$ cat src/design/pad_params.svh
// Notes on behaviour
// - CPU side writes command if enable bit 1 is 1, else only the host.
// - Hardware alone sets status bits; a written 1 clears, a 0 keeps.
// - Once config-done is 1 the host programs both bases, used for decode.
// - Reset clears both window base registers to zero.
// - Bits 20:0 of each window base read as 0x8, prefetchable memory.
// - The constant low field of a window base is left out of the compare.
// - Base bits 31:21 match address bits 31:21, bits 27:21 under mask 19:13.
// - A window base with an all-zero address field decodes nothing.
// - Bits 1:0 of the interrupt register I/O base read as the constant 01.
// - I/O base bits 31:2 hold the interrupt register I/O address.
// - Bits 3:0 of the interrupt register memory base read as zero.
// - Memory base bits 31:4 hold the interrupt register memory alias.
// - Any host write to the pending bit negates the interrupt A line unless a set arrives in the same cycle.
`ifndef PAD_PARAMS_SVH
`define PAD_PARAMS_SVH

// ****************************************************************
// Register offsets
// ****************************************************************
`define PAD_OFS_CMD_STS   9'h104
`define PAD_OFS_WIN_ONE   9'h114
`define PAD_OFS_WIN_TWO   9'h118
`define PAD_OFS_IRQ_IO    9'h11C
`define PAD_OFS_IRQ_MEM   9'h120

// ****************************************************************
// Field positions and widths
// ****************************************************************
`define PAD_WIN_LSB       21
`define PAD_WIN_W         11
`define PAD_MASK_W        7
`define PAD_IO_LSB        2
`define PAD_MEM_LSB       4
`define PAD_STS_LSB       16

// ****************************************************************
// Reset and constant values
// ****************************************************************
`define PAD_CMD_RST       16'h0000
`define PAD_STS_RST       16'h0280
`define PAD_WIN_RST       11'h000
`define PAD_WIN_LOW       21'h000008
`define PAD_IO_RST        30'h00000000
`define PAD_IO_SPACE      2'h1
`define PAD_MEM_RST       28'h0000000
`define PAD_MEM_SPACE     4'h0

`endif

$ cat src/design/pad_pkg.sv
package pad_pkg;

  typedef struct packed {
    logic        wr;
    logic        rd;
    logic        from_cpu;
    logic [8:0]  addr;
    logic [3:0]  be;
    logic [31:0] wdata;
  } pad_cfg_req_t;

  typedef struct packed {
    logic        valid;
    logic        is_io;
    logic        is_write;
    logic [31:0] addr;
  } pad_pci_req_t;

  typedef struct packed {
    logic win_one;
    logic win_two;
    logic irq_io;
    logic irq_mem;
  } pad_hit_t;

endpackage

$ cat src/design/pad_bar_decode.sv
`timescale 1ns/10ps
`include "pad_params.svh"

module pad_bar_decode
(
  input  wire logic                     I_MCLK,
  input  wire logic                     I_RESETN,
  input  wire logic                     I_CPU_CFG_EN,
  input  wire logic                     I_CONFIG_DONE,
  input  wire logic [`PAD_MASK_W-1:0]   I_WIN_ONE_MASK,
  input  wire logic [`PAD_MASK_W-1:0]   I_WIN_TWO_MASK,
  input  wire logic [15:0]              I_STS_SET,
  input  wire logic                     I_IRQ_SET,
  input  wire pad_pkg::pad_cfg_req_t    I_CFG,
  input  wire pad_pkg::pad_pci_req_t    I_PCI,
  output logic [31:0]                   O_CFG_RDATA,
  output logic                          O_CFG_RACK,
  output logic [15:0]                   O_CMD,
  output pad_pkg::pad_hit_t             O_HIT,
  output logic                          O_TGT_CLAIM,
  output logic                          O_IRQ_PEND,
  output logic                          O_INTA_N
);
  import pad_pkg::*;

  // ****************************************************************
  // State
  // ****************************************************************
  logic [15:0]                cmd_q;
  logic [15:0]                cmd_d;
  logic [15:0]                sts_q;
  logic [15:0]                sts_d;
  logic [`PAD_WIN_W-1:0]      win_one_q;
  logic [`PAD_WIN_W-1:0]      win_one_d;
  logic [`PAD_WIN_W-1:0]      win_two_q;
  logic [`PAD_WIN_W-1:0]      win_two_d;
  logic [31:`PAD_IO_LSB]      io_location_field_q;
  logic [31:`PAD_IO_LSB]      io_location_field_d;
  logic [31:`PAD_MEM_LSB]     mem_location_field_q;
  logic [31:`PAD_MEM_LSB]     mem_location_field_d;
  logic                       pend_q;
  logic                       pend_d;
  logic [31:0]                rdata_q;
  logic                       rack_q;
  pad_hit_t                   hit_q;
  pad_hit_t                   hit_d;
  logic                       claim_q;
  logic                       inta_n_q;

  // ****************************************************************
  // Byte lane mask
  // ****************************************************************
  logic [31:0] be_mask;
  logic [31:0] wmerge_data;

  genvar g;
  generate
    for (g = 0; g < 4; g = g + 1)
    begin : g_lane
      assign be_mask[g*8 +: 8] = {8{I_CFG.be[g]}};
    end
  endgenerate

  assign wmerge_data = I_CFG.wdata & be_mask;

  // ****************************************************************
  // Write decode and permission
  // ****************************************************************
  logic sel_cmd;
  logic sel_win_one;
  logic sel_win_two;
  logic sel_io;
  logic sel_mem;
  logic cond_ok;
  logic host_wr;
  logic base_wr_ok;
  logic wr_cmd;
  logic wr_sts;

  assign sel_cmd     = (I_CFG.addr == `PAD_OFS_CMD_STS);
  assign sel_win_one = (I_CFG.addr == `PAD_OFS_WIN_ONE);
  assign sel_win_two = (I_CFG.addr == `PAD_OFS_WIN_TWO);
  assign sel_io      = (I_CFG.addr == `PAD_OFS_IRQ_IO);
  assign sel_mem     = (I_CFG.addr == `PAD_OFS_IRQ_MEM);

  // Enable bit 1 hands command ownership to exactly one side
  assign cond_ok    = I_CFG.from_cpu ? I_CPU_CFG_EN : ~I_CPU_CFG_EN;
  assign host_wr    = I_CFG.wr & ~I_CFG.from_cpu;
  // Window bases belong to the PCI side only, and only once config is done
  assign base_wr_ok = host_wr & I_CONFIG_DONE;
  assign wr_cmd     = I_CFG.wr & sel_cmd & cond_ok;
  assign wr_sts     = I_CFG.wr & sel_cmd;

  // ****************************************************************
  // Next values
  // ****************************************************************
  // Hardware set beats a same-cycle clear so no event is lost
  assign cmd_d = wr_cmd ?
                 ((cmd_q & ~be_mask[15:0]) | wmerge_data[15:0]) : cmd_q;
  assign sts_d = (sts_q & ~(wr_sts ? wmerge_data[31:`PAD_STS_LSB]
                                   : 16'h0000))
                 | I_STS_SET;

  // Low constant fields are never stored, so writes to them vanish
  assign win_one_d = (base_wr_ok & sel_win_one) ?
                     ((win_one_q & ~be_mask[31:`PAD_WIN_LSB]) |
                      wmerge_data[31:`PAD_WIN_LSB]) : win_one_q;
  assign win_two_d = (base_wr_ok & sel_win_two) ?
                     ((win_two_q & ~be_mask[31:`PAD_WIN_LSB]) |
                      wmerge_data[31:`PAD_WIN_LSB]) : win_two_q;
  assign io_location_field_d = (host_wr & sel_io) ?
                     ((io_location_field_q & ~be_mask[31:`PAD_IO_LSB]) |
                      wmerge_data[31:`PAD_IO_LSB])
                     : io_location_field_q;
  assign mem_location_field_d = (host_wr & sel_mem) ?
                     ((mem_location_field_q & ~be_mask[31:`PAD_MEM_LSB]) |
                      wmerge_data[31:`PAD_MEM_LSB])
                     : mem_location_field_q;

  // ****************************************************************
  // Read mux
  // ****************************************************************
  logic [31:0] rd_mux;

  assign rd_mux =
    sel_cmd     ? {sts_q, cmd_q} :
    sel_win_one ? {win_one_q, `PAD_WIN_LOW} :
    sel_win_two ? {win_two_q, `PAD_WIN_LOW} :
    sel_io      ? {io_location_field_q, `PAD_IO_SPACE} :
    sel_mem     ? {mem_location_field_q, `PAD_MEM_SPACE} :
                  32'h00000000;

  // ****************************************************************
  // Address decode
  // ****************************************************************
  logic [`PAD_WIN_W-1:0] addr_top;
  logic                  win_one_hit;
  logic                  win_two_hit;
  logic                  io_hit;
  logic                  mem_hit;
  logic                  irq_wr_hit;

  // Only the top address bits take part; low constant field excluded
  assign addr_top = I_PCI.addr[31:`PAD_WIN_LSB];

  pad_win_match u_win_one
  (
    .i_base     (win_one_q),
    .i_mask     (I_WIN_ONE_MASK),
    .i_addr_top (addr_top),
    .o_hit      (win_one_hit)
  );

  pad_win_match u_win_two
  (
    .i_base     (win_two_q),
    .i_mask     (I_WIN_TWO_MASK),
    .i_addr_top (addr_top),
    .o_hit      (win_two_hit)
  );

  // A zero location would alias address 0, so it is treated as unset
  assign io_hit  = I_PCI.is_io &&
                   (io_location_field_q != `PAD_IO_RST) &&
                   (I_PCI.addr[31:`PAD_IO_LSB] == io_location_field_q);
  assign mem_hit = ~I_PCI.is_io &&
                   (mem_location_field_q != `PAD_MEM_RST) &&
                   (I_PCI.addr[31:`PAD_MEM_LSB] == mem_location_field_q);

  assign hit_d.win_one = I_PCI.valid & ~I_PCI.is_io & win_one_hit;
  assign hit_d.win_two = I_PCI.valid & ~I_PCI.is_io & win_two_hit;
  assign hit_d.irq_io  = I_PCI.valid & io_hit;
  assign hit_d.irq_mem = I_PCI.valid & mem_hit;

  // Any value written to the pending bit drops the line; a same-cycle I_IRQ_SET beats it
  assign irq_wr_hit = I_PCI.valid & I_PCI.is_write & (io_hit | mem_hit);
  assign pend_d     = I_IRQ_SET | (pend_q & ~irq_wr_hit);

  // ****************************************************************
  // Registers
  // ****************************************************************
  always_ff @(posedge I_MCLK)
  begin
    if (!I_RESETN)
    begin
      cmd_q                <= `PAD_CMD_RST;
      sts_q                <= `PAD_STS_RST;
      win_one_q            <= `PAD_WIN_RST;
      win_two_q            <= `PAD_WIN_RST;
      io_location_field_q  <= `PAD_IO_RST;
      mem_location_field_q <= `PAD_MEM_RST;
      pend_q               <= 1'b0;
    end
    else
    begin
      cmd_q                <= cmd_d;
      sts_q                <= sts_d;
      win_one_q            <= win_one_d;
      win_two_q            <= win_two_d;
      io_location_field_q  <= io_location_field_d;
      mem_location_field_q <= mem_location_field_d;
      pend_q               <= pend_d;
    end
  end

  always_ff @(posedge I_MCLK)
  begin
    if (!I_RESETN)
    begin
      rdata_q <= 32'h00000000;
      rack_q  <= 1'b0;
      hit_q   <= '0;
      claim_q <= 1'b0;
      // Line is active low, so it idles high out of reset
      inta_n_q <= 1'b1;
    end
    else
    begin
      rdata_q <= I_CFG.rd ? rd_mux : 32'h00000000;
      rack_q  <= I_CFG.rd;
      hit_q   <= hit_d;
      claim_q <= |hit_d;
      inta_n_q <= ~pend_d;
    end
  end

  // ****************************************************************
  // Outputs
  // ****************************************************************
  assign O_CFG_RDATA = rdata_q;
  assign O_CFG_RACK  = rack_q;
  assign O_CMD       = cmd_q;
  assign O_HIT       = hit_q;
  assign O_TGT_CLAIM = claim_q;
  assign O_IRQ_PEND  = pend_q;
  assign O_INTA_N    = inta_n_q;

endmodule // pad_bar_decode

$ cat src/design/pad_win_match.sv
`timescale 1ns/10ps
`include "pad_params.svh"

module pad_win_match
(
  input  wire logic [`PAD_WIN_W-1:0]  i_base,
  input  wire logic [`PAD_MASK_W-1:0] i_mask,
  input  wire logic [`PAD_WIN_W-1:0]  i_addr_top,
  output logic                        o_hit
);

  logic [`PAD_WIN_W-1:0] ign;
  logic                  enabled;

  // Mask bit set widens the window: 2 MB up to 256 MB
  assign ign     = {4'h0, i_mask};
  assign enabled = (i_base != `PAD_WIN_RST);
  assign o_hit   = enabled &&
                   ((i_addr_top | ign) == (i_base | ign));

endmodule // pad_win_match

$ cat config.mk
export PLATFORM = sky130hd
export DESIGN_NAME = pad_bar_decode
export DESIGN_NICKNAME = d
export VERILOG_FILES = /design/src/design/pad_pkg.sv /design/src/design/pad_bar_decode.sv /design/src/design/pad_win_match.sv
export VERILOG_INCLUDE_DIRS = /design/src /design/src/design
export SDC_FILE = /design/constraint.sdc
export NUM_CORES = 1
export LEC_CHECK = 0
export ABC_AREA = 0
export BUFFER_PORTS_ARGS = -buffer_cell sky130_fd_sc_hd__buf_2
export CAP_MARGIN = 20
export CORE_MARGIN = 2
export CORE_UTILIZATION = 53
export DETAILED_ROUTE_END_ITERATION = 8
export PLACE_DENSITY = 0.8
export SLEW_MARGIN = 20
export SYNTH_ARGS = -nofsm -noshare
export SYNTH_HDL_FRONTEND = slang
export SYNTH_SLANG_ARGS = --single-unit
$ cat constraint.sdc
create_clock -name I_MCLK -period 2.66 [get_ports I_MCLK]
set_input_delay 0.266 -clock I_MCLK [delete_from_list [all_inputs] [get_ports I_MCLK]]
set_output_delay 0.266 -clock I_MCLK [all_outputs]
set_load 0.02 [all_outputs]
==> flow_summary.toml, run 1 <==
[timing]
grt_setup_unrepaired = "no"
fin_crit_sh_pct = 83.8
maxSlewHeadroom_pct = 38.8
fmax_mhz = 448
setup_slack_ns = 0.430
tns_ns = 0
hold_viol = 0
slew_viol_final = 0
period_needed_ns = 2.23
tightest_slew_ns = 0.917
clock_skew_ns = 0.00612
setup_viol = 0

[clocking]
clkTransAtPathRegs_ns = 0.07
clock_latency_ns = 0.43
cts.repair.resized = 0
cts_buffers = 17
h-tree-depth = 4
post-cts-setup-buffers = 0
cts_tree = "done"
cts.hold.buffers_added = 0
numClockSinks = 152
ctsLongestPathBuffers = 2
cts.root.buffer_cell = "clkbuf_16"

[finish]
diodes = 0
fin_nets = 1031
fillers = 1035
seqCellArea_mm2 = 0.00304
drive_above_1_share_pct = 28.0
synthToLayoutAreaGrowth_pct = 25.4
multi_input_area_mm2 = 0.00377

[global_route]
grt_pass1_wl_um = 33600
track_usage_pct = 30.4
antenna_found_initial = 0
grt_max_degree = 50
grt.overflow.total = 0
grt_pass1_vias = 6340

[critical_path]
reg2reg_to = "O_TGT_CLAIM$_SDFF_PN0_"
worstPathMaxFanout = 19
path_common_cell = "buf_4"
crit_buf_inv = 3
slowest_stage = "or4_4"
timing.critical_path.required_ns = 2.94
r2r_slack_ns = 0.80
rr_worst_depth = 6
crit_family = "simple AND/OR/NAND/NOR gates"
cp_cell_sequence = "buf_2 > or4_4 > or2_4 > nor4_4 > buf_4 > nand4_2 > buf_4 > mux2i_1 > nor2_1"
crit_path_max_incr_delay_ns = 0.56
end_kind = "flop"
start_kind = "input port"
startpoint = "I_CFG[37]"
worstSetupPathType = "input port to flop"
arrival_ns = 2.51

[min_path]
min_path_cells = 2
hold_end = "sts_q[7]$_SDFF_PN1_"
min-delay-start = "I_STS_SET[7]"
hp-class = "input port to flop"

[synth]
ys_ff_latch = 152
synth_top_cell_area_share_pct = 43.7
synthArstFlopShare_pct = 0
syn_inst = 727
synth_compound_area_share_pct = 10.6
synth_xor_area_share_pct = 9.95
yosys.area.top_type = "dfxtp_1"
synth_fa_ha_area_share_pct = 0
synth_top_family_by_area = "simple AND/OR/NAND/NOR gates"
ys_seq_area_share_pct = 43.7
yosysMostFrequentCell = "dfxtp_1"
synth_simple_gate_area_share_pct = 19.0
synth_ff_type = "dfxtp_1"
yosysWarnings = 0
ys_top_cells_by_count = "dfxtp_1, nor2_1, mux2i_1, xor2_1, nor4_1"
yosys-top-cells-area = "dfxtp_1, mux2i_1, xor2_1, nor2_1, nor4_1"
postSynthNetCount = 845
syn_area_per_cell_um2 = 9.57
netlist_area_mm2 = 0.00696
synth.distinct_cells = 46
synth_edf_count = 0
muxShareOfSynthArea_pct = 14.6

[detailed_routing]
ant_nets = 0
viasPerCell = 5.87
vias = 6442
dr.pass1.iters = 8
remaining_drc_errors = 0
drt_iter0_drc = 678
drt_wl_total_um = 21100
avgRoutedWirePerCell_um = 19.2

[power]
p_sw_mw = 1.27
p_clk_share_pct = 46.1
swShare_pct = 25.8
p_leak_nw = 3.76
seq_power_share_pct = 46.6
vdd_drop_max_uv = 439
internal-power_mw = 3.66
cellPowerDensity_mw_per_mm2 = 566
pwr-share-comb_pct = 7.3

[floorplanning]
die_h_um = 119
core_mm2 = 0.0127
dieArea_mm2 = 0.0141
ios = 174
start_util_pct = 54.7
fp-row-count = 41
fp.dieW_um = 119

[place]
place_ws_ns = 0.0514
gp_congestion = 0.981
portBuffers = 171
hpwl_um = 16100

[run_status]
status = "complete, no violations"

[job]
cap_viol_max_count = 0
worst max-delay path by stage:
| stage | slack (ns) | end | depth (start not counted) |
|---|---|---|---|
| after floorplan | 0.33 | flop | 7 |
| after global placement | 0.08 | flop | 9 |
| after detailed placement | 0.05 | flop | 9 |
| after CTS | 0.49 | flop | 9 |
| after global routing | 0.37 | flop | 7 |
| final | 0.43 | flop | 9 |
per-layer routing:
layer | track usage (%) | share of wire [%] | up-vias
met4 | 8.48 | 2.1 | 0
met3 | 8.20 | 8.8 | 39
li1 | - | - | 3014
met1 | 40.1 | 43 | 3051
met2 | 48.9 | 47 | 338
met5 | 0 | 0 | -
worst reg2reg max path, delay by kind of cell, from the launching register on:
family / cells / cell delay, ns
and+or+nand+nor: 5 / 1.29
DFF: 1 / 0.35
AOI/OAI and AO/OA: 1 / 0.08
cells by family after synthesis:
| logic type | after synthesis |
|---|---|
| AOI/OAI and AO/OA | 99 |
| xor gates and xnor gates | 79 |
| buffers and inverters | 39 |
| DFF | 152 |
| muxes | 100 |
| and+or+nand+nor | 258 |
power by group through the flow:
stage	sequential (mW)	combinational [mW]	clock [mW]
floorplan	2.35	0.157	0
global placement	2.35	0.351	0
detailed placement	2.35	0.352	0
CTS	2.30	0.355	2.29
global route	2.30	0.386	2.39
finish	2.30	0.360	2.28
layout by cell type (no fill, tap or decap), types with 17 or more instances in the layout:
master	n
xnor2_1	18
nor4_1	49
buf_2	171
nor2_1	122
mux2i_1	90
a21oi_1	22
xor2_1	61
buf_4	26
dfxtp_1	152
nand2_1	28
a222oi_1	24
clkbuf_16	17
through the flow:
step	hold slack, ns	utilization, %	power [mW]	instance area [um^2]	cells
floorplan	0.360	-	2.51	6960	727
CTS	0.00588	68.6	4.94	8730	1098
detailed placement	0.453	64.2	2.71	8170	1066
finish	0.00825	68.6	4.94	8730	1098
global route	0.00332	68.6	5.08	8730	1098
global placement	0.440	64.2	2.70	8170	1066
layout make-up:
type                       count  area share, %
inverter                       6          0.258
tap                          172           2.47
timing repair buffer         200           12.7
sequential                   152           34.9
clock buffer                  17           4.88
clock inverter                15           1.53
multi-input combinational    536           43.3
No activity file was read; power rests on OpenSTA's default activity.
==> inputs of run 2 (changes only) <==
clock period = 2.31 ns   (was 2.66 ns; I/O delays follow)
==> flow_summary.toml, run 2 (synthesized netlist as in run 1, its figures left out) <==
[critical_path]
end_kind = "flop"
arrival_ns = 2.30
cp_cell_sequence = "buf_2 > or4_4 > or2_4 > nor4_4 > buf_4 > and3_1 > buf_4 > a21boi_0 > o21a_1"
slowest_stage = "or4_4"
r2r_slack_ns = 0.46
start_kind = "input port"
path_common_cell = "buf_4"
worstPathMaxFanout = 4
worstSetupPathType = "input port to flop"
crit_path_max_incr_delay_ns = 0.54
timing.critical_path.required_ns = 2.64

[global_route]
antenna_found_initial = 0
grt_max_degree = 39
grt_pass1_vias = 6511
grt_pass1_wl_um = 34500
track_usage_pct = 31.3
grt.overflow.total = 0

[timing]
slew_viol_final = 0
tightest_slew_ns = 0.525
fmax_mhz = 507
setup_slack_ns = 0.339
tns_ns = 0
clock_skew_ns = 0.0107
grt_setup_unrepaired = "no"
hold_viol = 0
setup_viol = 0
period_needed_ns = 1.97
fin_crit_sh_pct = 85.3
maxSlewHeadroom_pct = 64.7

[detailed_routing]
ant_nets = 0
avgRoutedWirePerCell_um = 19.8
vias = 6545
drt_iter0_drc = 765
viasPerCell = 5.87
remaining_drc_errors = 0
dr.pass1.iters = 8
drt_wl_total_um = 22100

[floorplanning]
fp.dieW_um = 119
core_mm2 = 0.0127
die_h_um = 119
dieArea_mm2 = 0.0141
start_util_pct = 54.7
fp-row-count = 41
ios = 174

[min_path]
hp-class = "input port to flop"

[finish]
fin_nets = 1049
synthToLayoutAreaGrowth_pct = 29.3
diodes = 0
fin_area_mm2 = 0.00899
layout_commonest_cell = "buf_2"
layout_common_cells = "buf_2, dfxtp_1, nor2_1"
drive_above_1_share_pct = 28.7
fin_util_pct = 70.7

[clocking]
ctsLongestPathBuffers = 2
clock_latency_ns = 0.44
numClockSinks = 152
h-tree-depth = 4
cts.root.buffer_cell = "clkbuf_16"
cts_buffers = 17
clkTransAtPathRegs_ns = 0.06
cts_tree = "done"
post-cts-setup-buffers = 0

[place]
place_area_mm2 = 0.00833
hpwl_um = 16400
gp_congestion = 0.980
place_ws_ns = -0.0921
portBuffers = 171

[power]
power.total_mw = 6.08
cellPowerDensity_mw_per_mm2 = 676
vdd_drop_max_uv = 546
p_leak_nw = 3.90

[job]
cap_viol_max_count = 0

[run_status]
status = "complete, no violations"
-- run 2: power by group --
group	leakage (nW)	switching (mW)	total [mW]	internal [mW]
logic	2.37	0.254	0.422	0.167
registers	1.23	0.0107	2.65	2.64
clock network	0.303	1.10	3.01	1.91
total	3.90	1.36	6.08	4.72
-- run 2: layout make-up --
cell class | count | area [um^2]
flip-flops and latches | 152 | 3040
clock buffers | 19 | 433
fillers | 1015 | 3730
multi-input cells | 536 | 3770
inverters | 6 | 22.5
clock inverters | 12 | 201
repair buffers | 218 | 1300
well taps | 172 | 215
-- run 2: layer usage --
metal | global-route usage (%) | wire length, um
met5 | 0 | 0
met4 | 11.5 | 596
met3 | 7.00 | 1840
met2 | 51.5 | 10500
met1 | 40.2 | 9140
-- run 2: what timing repair did --
action | 4_1_cts | 5_1_grt
endpoints found under the setup margin | 0 | 0
hold endpoints to repair | 3 | 0
hold buffers | 3 | 0
gates resized for setup | 0 | 0
-- run 2: worst max-delay path: cells and delay by family --
kind,cells,cell delay [ns]
and+or+nand+nor,4,1.35
buffers and inverters,3,0.46
AOI/OAI and AO/OA,2,0.26
-- run 2: final timing paths --
check                           cells after the start                start                    end
worst max-delay path                                9            I_CFG[37]    sts_q[8]$_SDFF_PN0_
worst min-delay path                                2        I_STS_SET[10]   sts_q[10]$_SDFF_PN0_
worst max register to register                      6                 flop  O_IRQ_PEND$_SDFF_PN0_
worst min register to register                      1  sts_q[7]$_SDFF_PN1_    sts_q[7]$_SDFF_PN1_
-- run 2: per-stage QoR --
stage,hold slack [ns],std cells
floorplan,0.325,727
CTS,0.00176,1115
detailed placement,0.419,1081
finish,0.00645,1115
global route,0.00710,1115
global placement,0.418,1081
==> inputs of run 3 (changes only) <==
CORE_UTILIZATION = 54   (was 53)
PLACE_DENSITY = 0.81   (was 0.8)
SYNTH_HIERARCHICAL = 1   (was unset)
==> flow_summary.toml, run 3 <==
[run_status]
status = "complete, no violations"

[critical_path]
start_kind = "flop"
rr_worst_depth = 6
reg2reg_to = "O_TGT_CLAIM$_SDFF_PN0_"
arrival_ns = 2.32
end_kind = "flop"
worstSetupPathType = "flop to flop"
timing.critical_path.required_ns = 2.61
r2r_slack_ns = 0.29
worstPathMaxFanout = 4

[floorplanning]
ios = 174
fp.dieW_um = 118
start_util_pct = 55.3
fp-row-count = 41
dieArea_mm2 = 0.0139
core_mm2 = 0.0127
die_h_um = 118

[synth]
synth_edf_count = 0
synth_ff_type = "dfxtp_1"
yosysMostFrequentCell = "dfxtp_1"
synth.distinct_cells = 44
syn_area_per_cell_um2 = 9.54
postSynthNetCount = 853
syn_inst = 735
yosys-top-cells-area = "dfxtp_1, mux2i_1, xor2_1, nor2_1, nor4_1"
ys_top_cells_by_count = "dfxtp_1, nor2_1, mux2i_1, xor2_1, nor4_1"
yosys.area.top_type = "dfxtp_1"
ys_seq_area_share_pct = 43.4
ys_ff_latch = 152
synthArstFlopShare_pct = 0
netlist_area_mm2 = 0.00701
synth_top_cell_area_share_pct = 43.4
yosysWarnings = 6

[power]
cellPowerDensity_mw_per_mm2 = 670
p_sw_mw = 1.32
vdd_drop_max_uv = 465
pwr-share-comb_pct = 7.0
power.total_mw = 5.93
seq_power_share_pct = 44.7
internal-power_mw = 4.62
p_clk_share_pct = 48.2
swShare_pct = 22.2
p_leak_nw = 3.70

[global_route]
grt_pass1_vias = 6478
grt_pass1_wl_um = 33500
grt.overflow.total = 0
grt_max_degree = 40
track_usage_pct = 30.7
antenna_found_initial = 0

[clocking]
post-cts-setup-buffers = 0
h-tree-depth = 4
cts_buffers = 17
ctsLongestPathBuffers = 2
cts.repair.resized = 0
cts_tree = "done"
clock_latency_ns = 0.43
clkTransAtPathRegs_ns = 0.06
numClockSinks = 152
cts.hold.buffers_added = 2
cts.root.buffer_cell = "clkbuf_16"

[detailed_routing]
ant_nets = 0
vias = 6561
avgRoutedWirePerCell_um = 19.3
viasPerCell = 5.93
remaining_drc_errors = 0
dr.pass1.iters = 9
drt_iter0_drc = 796
drt_wl_total_um = 21300

[place]
hpwl_um = 15800
place_ws_ns = 0.0449
dp.cells = 1075
gp_congestion = 0.965
portBuffers = 171
place_area_mm2 = 0.00824

[timing]
grt_setup_unrepaired = "no"
setup_slack_ns = 0.288
slew_viol_final = 0
maxSlewHeadroom_pct = 63.1
hold_viol = 0
setup_viol = 0
hold_slack_ns = 0.0108
tns_ns = 0
clock_skew_ns = 0.00629
fmax_mhz = 495
tightest_slew_ns = 0.549
fin_crit_sh_pct = 87.5
period_needed_ns = 2.02

[finish]
fin_util_pct = 69.9
layout_commonest_cell = "buf_2"
fin_area_mm2 = 0.00886
layout_common_cells = "buf_2, dfxtp_1, nor2_1"
diodes = 0
drive_above_1_share_pct = 27.9
synthToLayoutAreaGrowth_pct = 26.3
fin_nets = 1042
fin_cells = 1107

[min_path]
min_path_cells = 3
hp-class = "input port to flop"
min-delay-start = "I_STS_SET[4]"
hold_end = "sts_q[4]$_SDFF_PN0_"

[job]
cap_viol_max_count = 0
[run 3: layer usage]
layer / vias up / part of all wire [%] / GRT usage (%)
met5: - / 0 / 0
met4: 0 / 2.8 / 13.6
met3: 47 / 9.1 / 8.09
met2: 331 / 47 / 49.0
met1: 3129 / 41 / 38.9
li1: 3054 / - / -
[run 3: worst max-delay path, stage by stage, from the launching register on]
cell	delay, ns
dfxtp_1	0.36
nor4_1	0.35
nand2_1	0.10
o41ai_1	0.34
nor4_1	0.14
o21ai_0	0.47
a21oi_1	0.13
[run 3: how the worst max path moves through the flow]
stage               from                endpoint  slack, ns  depth (start not counted)
2_1_floorplan  I_CFG[37]                    flop       0.33                          7
3_3_place_gp   I_CFG[37]                    flop       0.12                          8
3_5_place_dp   I_CFG[37]                    flop       0.04                          8
4_1_cts             flop  O_TGT_CLAIM$_SDFF_PN0_       0.38                          6
5_1_grt             flop  O_TGT_CLAIM$_SDFF_PN0_       0.21                          6
6_report            flop  O_TGT_CLAIM$_SDFF_PN0_       0.29                          6
[run 3: area by class of cell]
class / instances / area (um^2)
clock buffer: 20 / 447
inverter: 3 / 12.5
tap: 172 / 215
timing repair buffer: 203 / 1150
clock inverter: 10 / 153
sequential: 152 / 3040
fill: 1012 / 3810
multi-input combinational: 547 / 3840
[run 3: power by group through the flow]
stage / registers (mW) / clock network [mW] / logic (mW)
final: 2.65 / 2.86 / 0.418
after CTS: 2.65 / 2.87 / 0.412
after global routing: 2.65 / 3.00 / 0.448
after floorplan: 2.71 / 0 / 0.180
after global placement: 2.71 / 0 / 0.403
after detailed placement: 2.71 / 0 / 0.405
[run 3: logic make-up (layout without fill, tap and decap cells)]
kind of cell / Yosys count / count (layout) / synth area share, %
flip-flops: 152 / 152 / 43.4
multiplexers: 104 / 104 / 15.0
buffers and inverters: 36 / 236 / 2.03
AND/OR/NAND/NOR: 283 / 283 / 21.2
XOR/XNOR: 81 / 81 / 10.1
AO/OA/AOI/OAI: 79 / 79 / 8.22
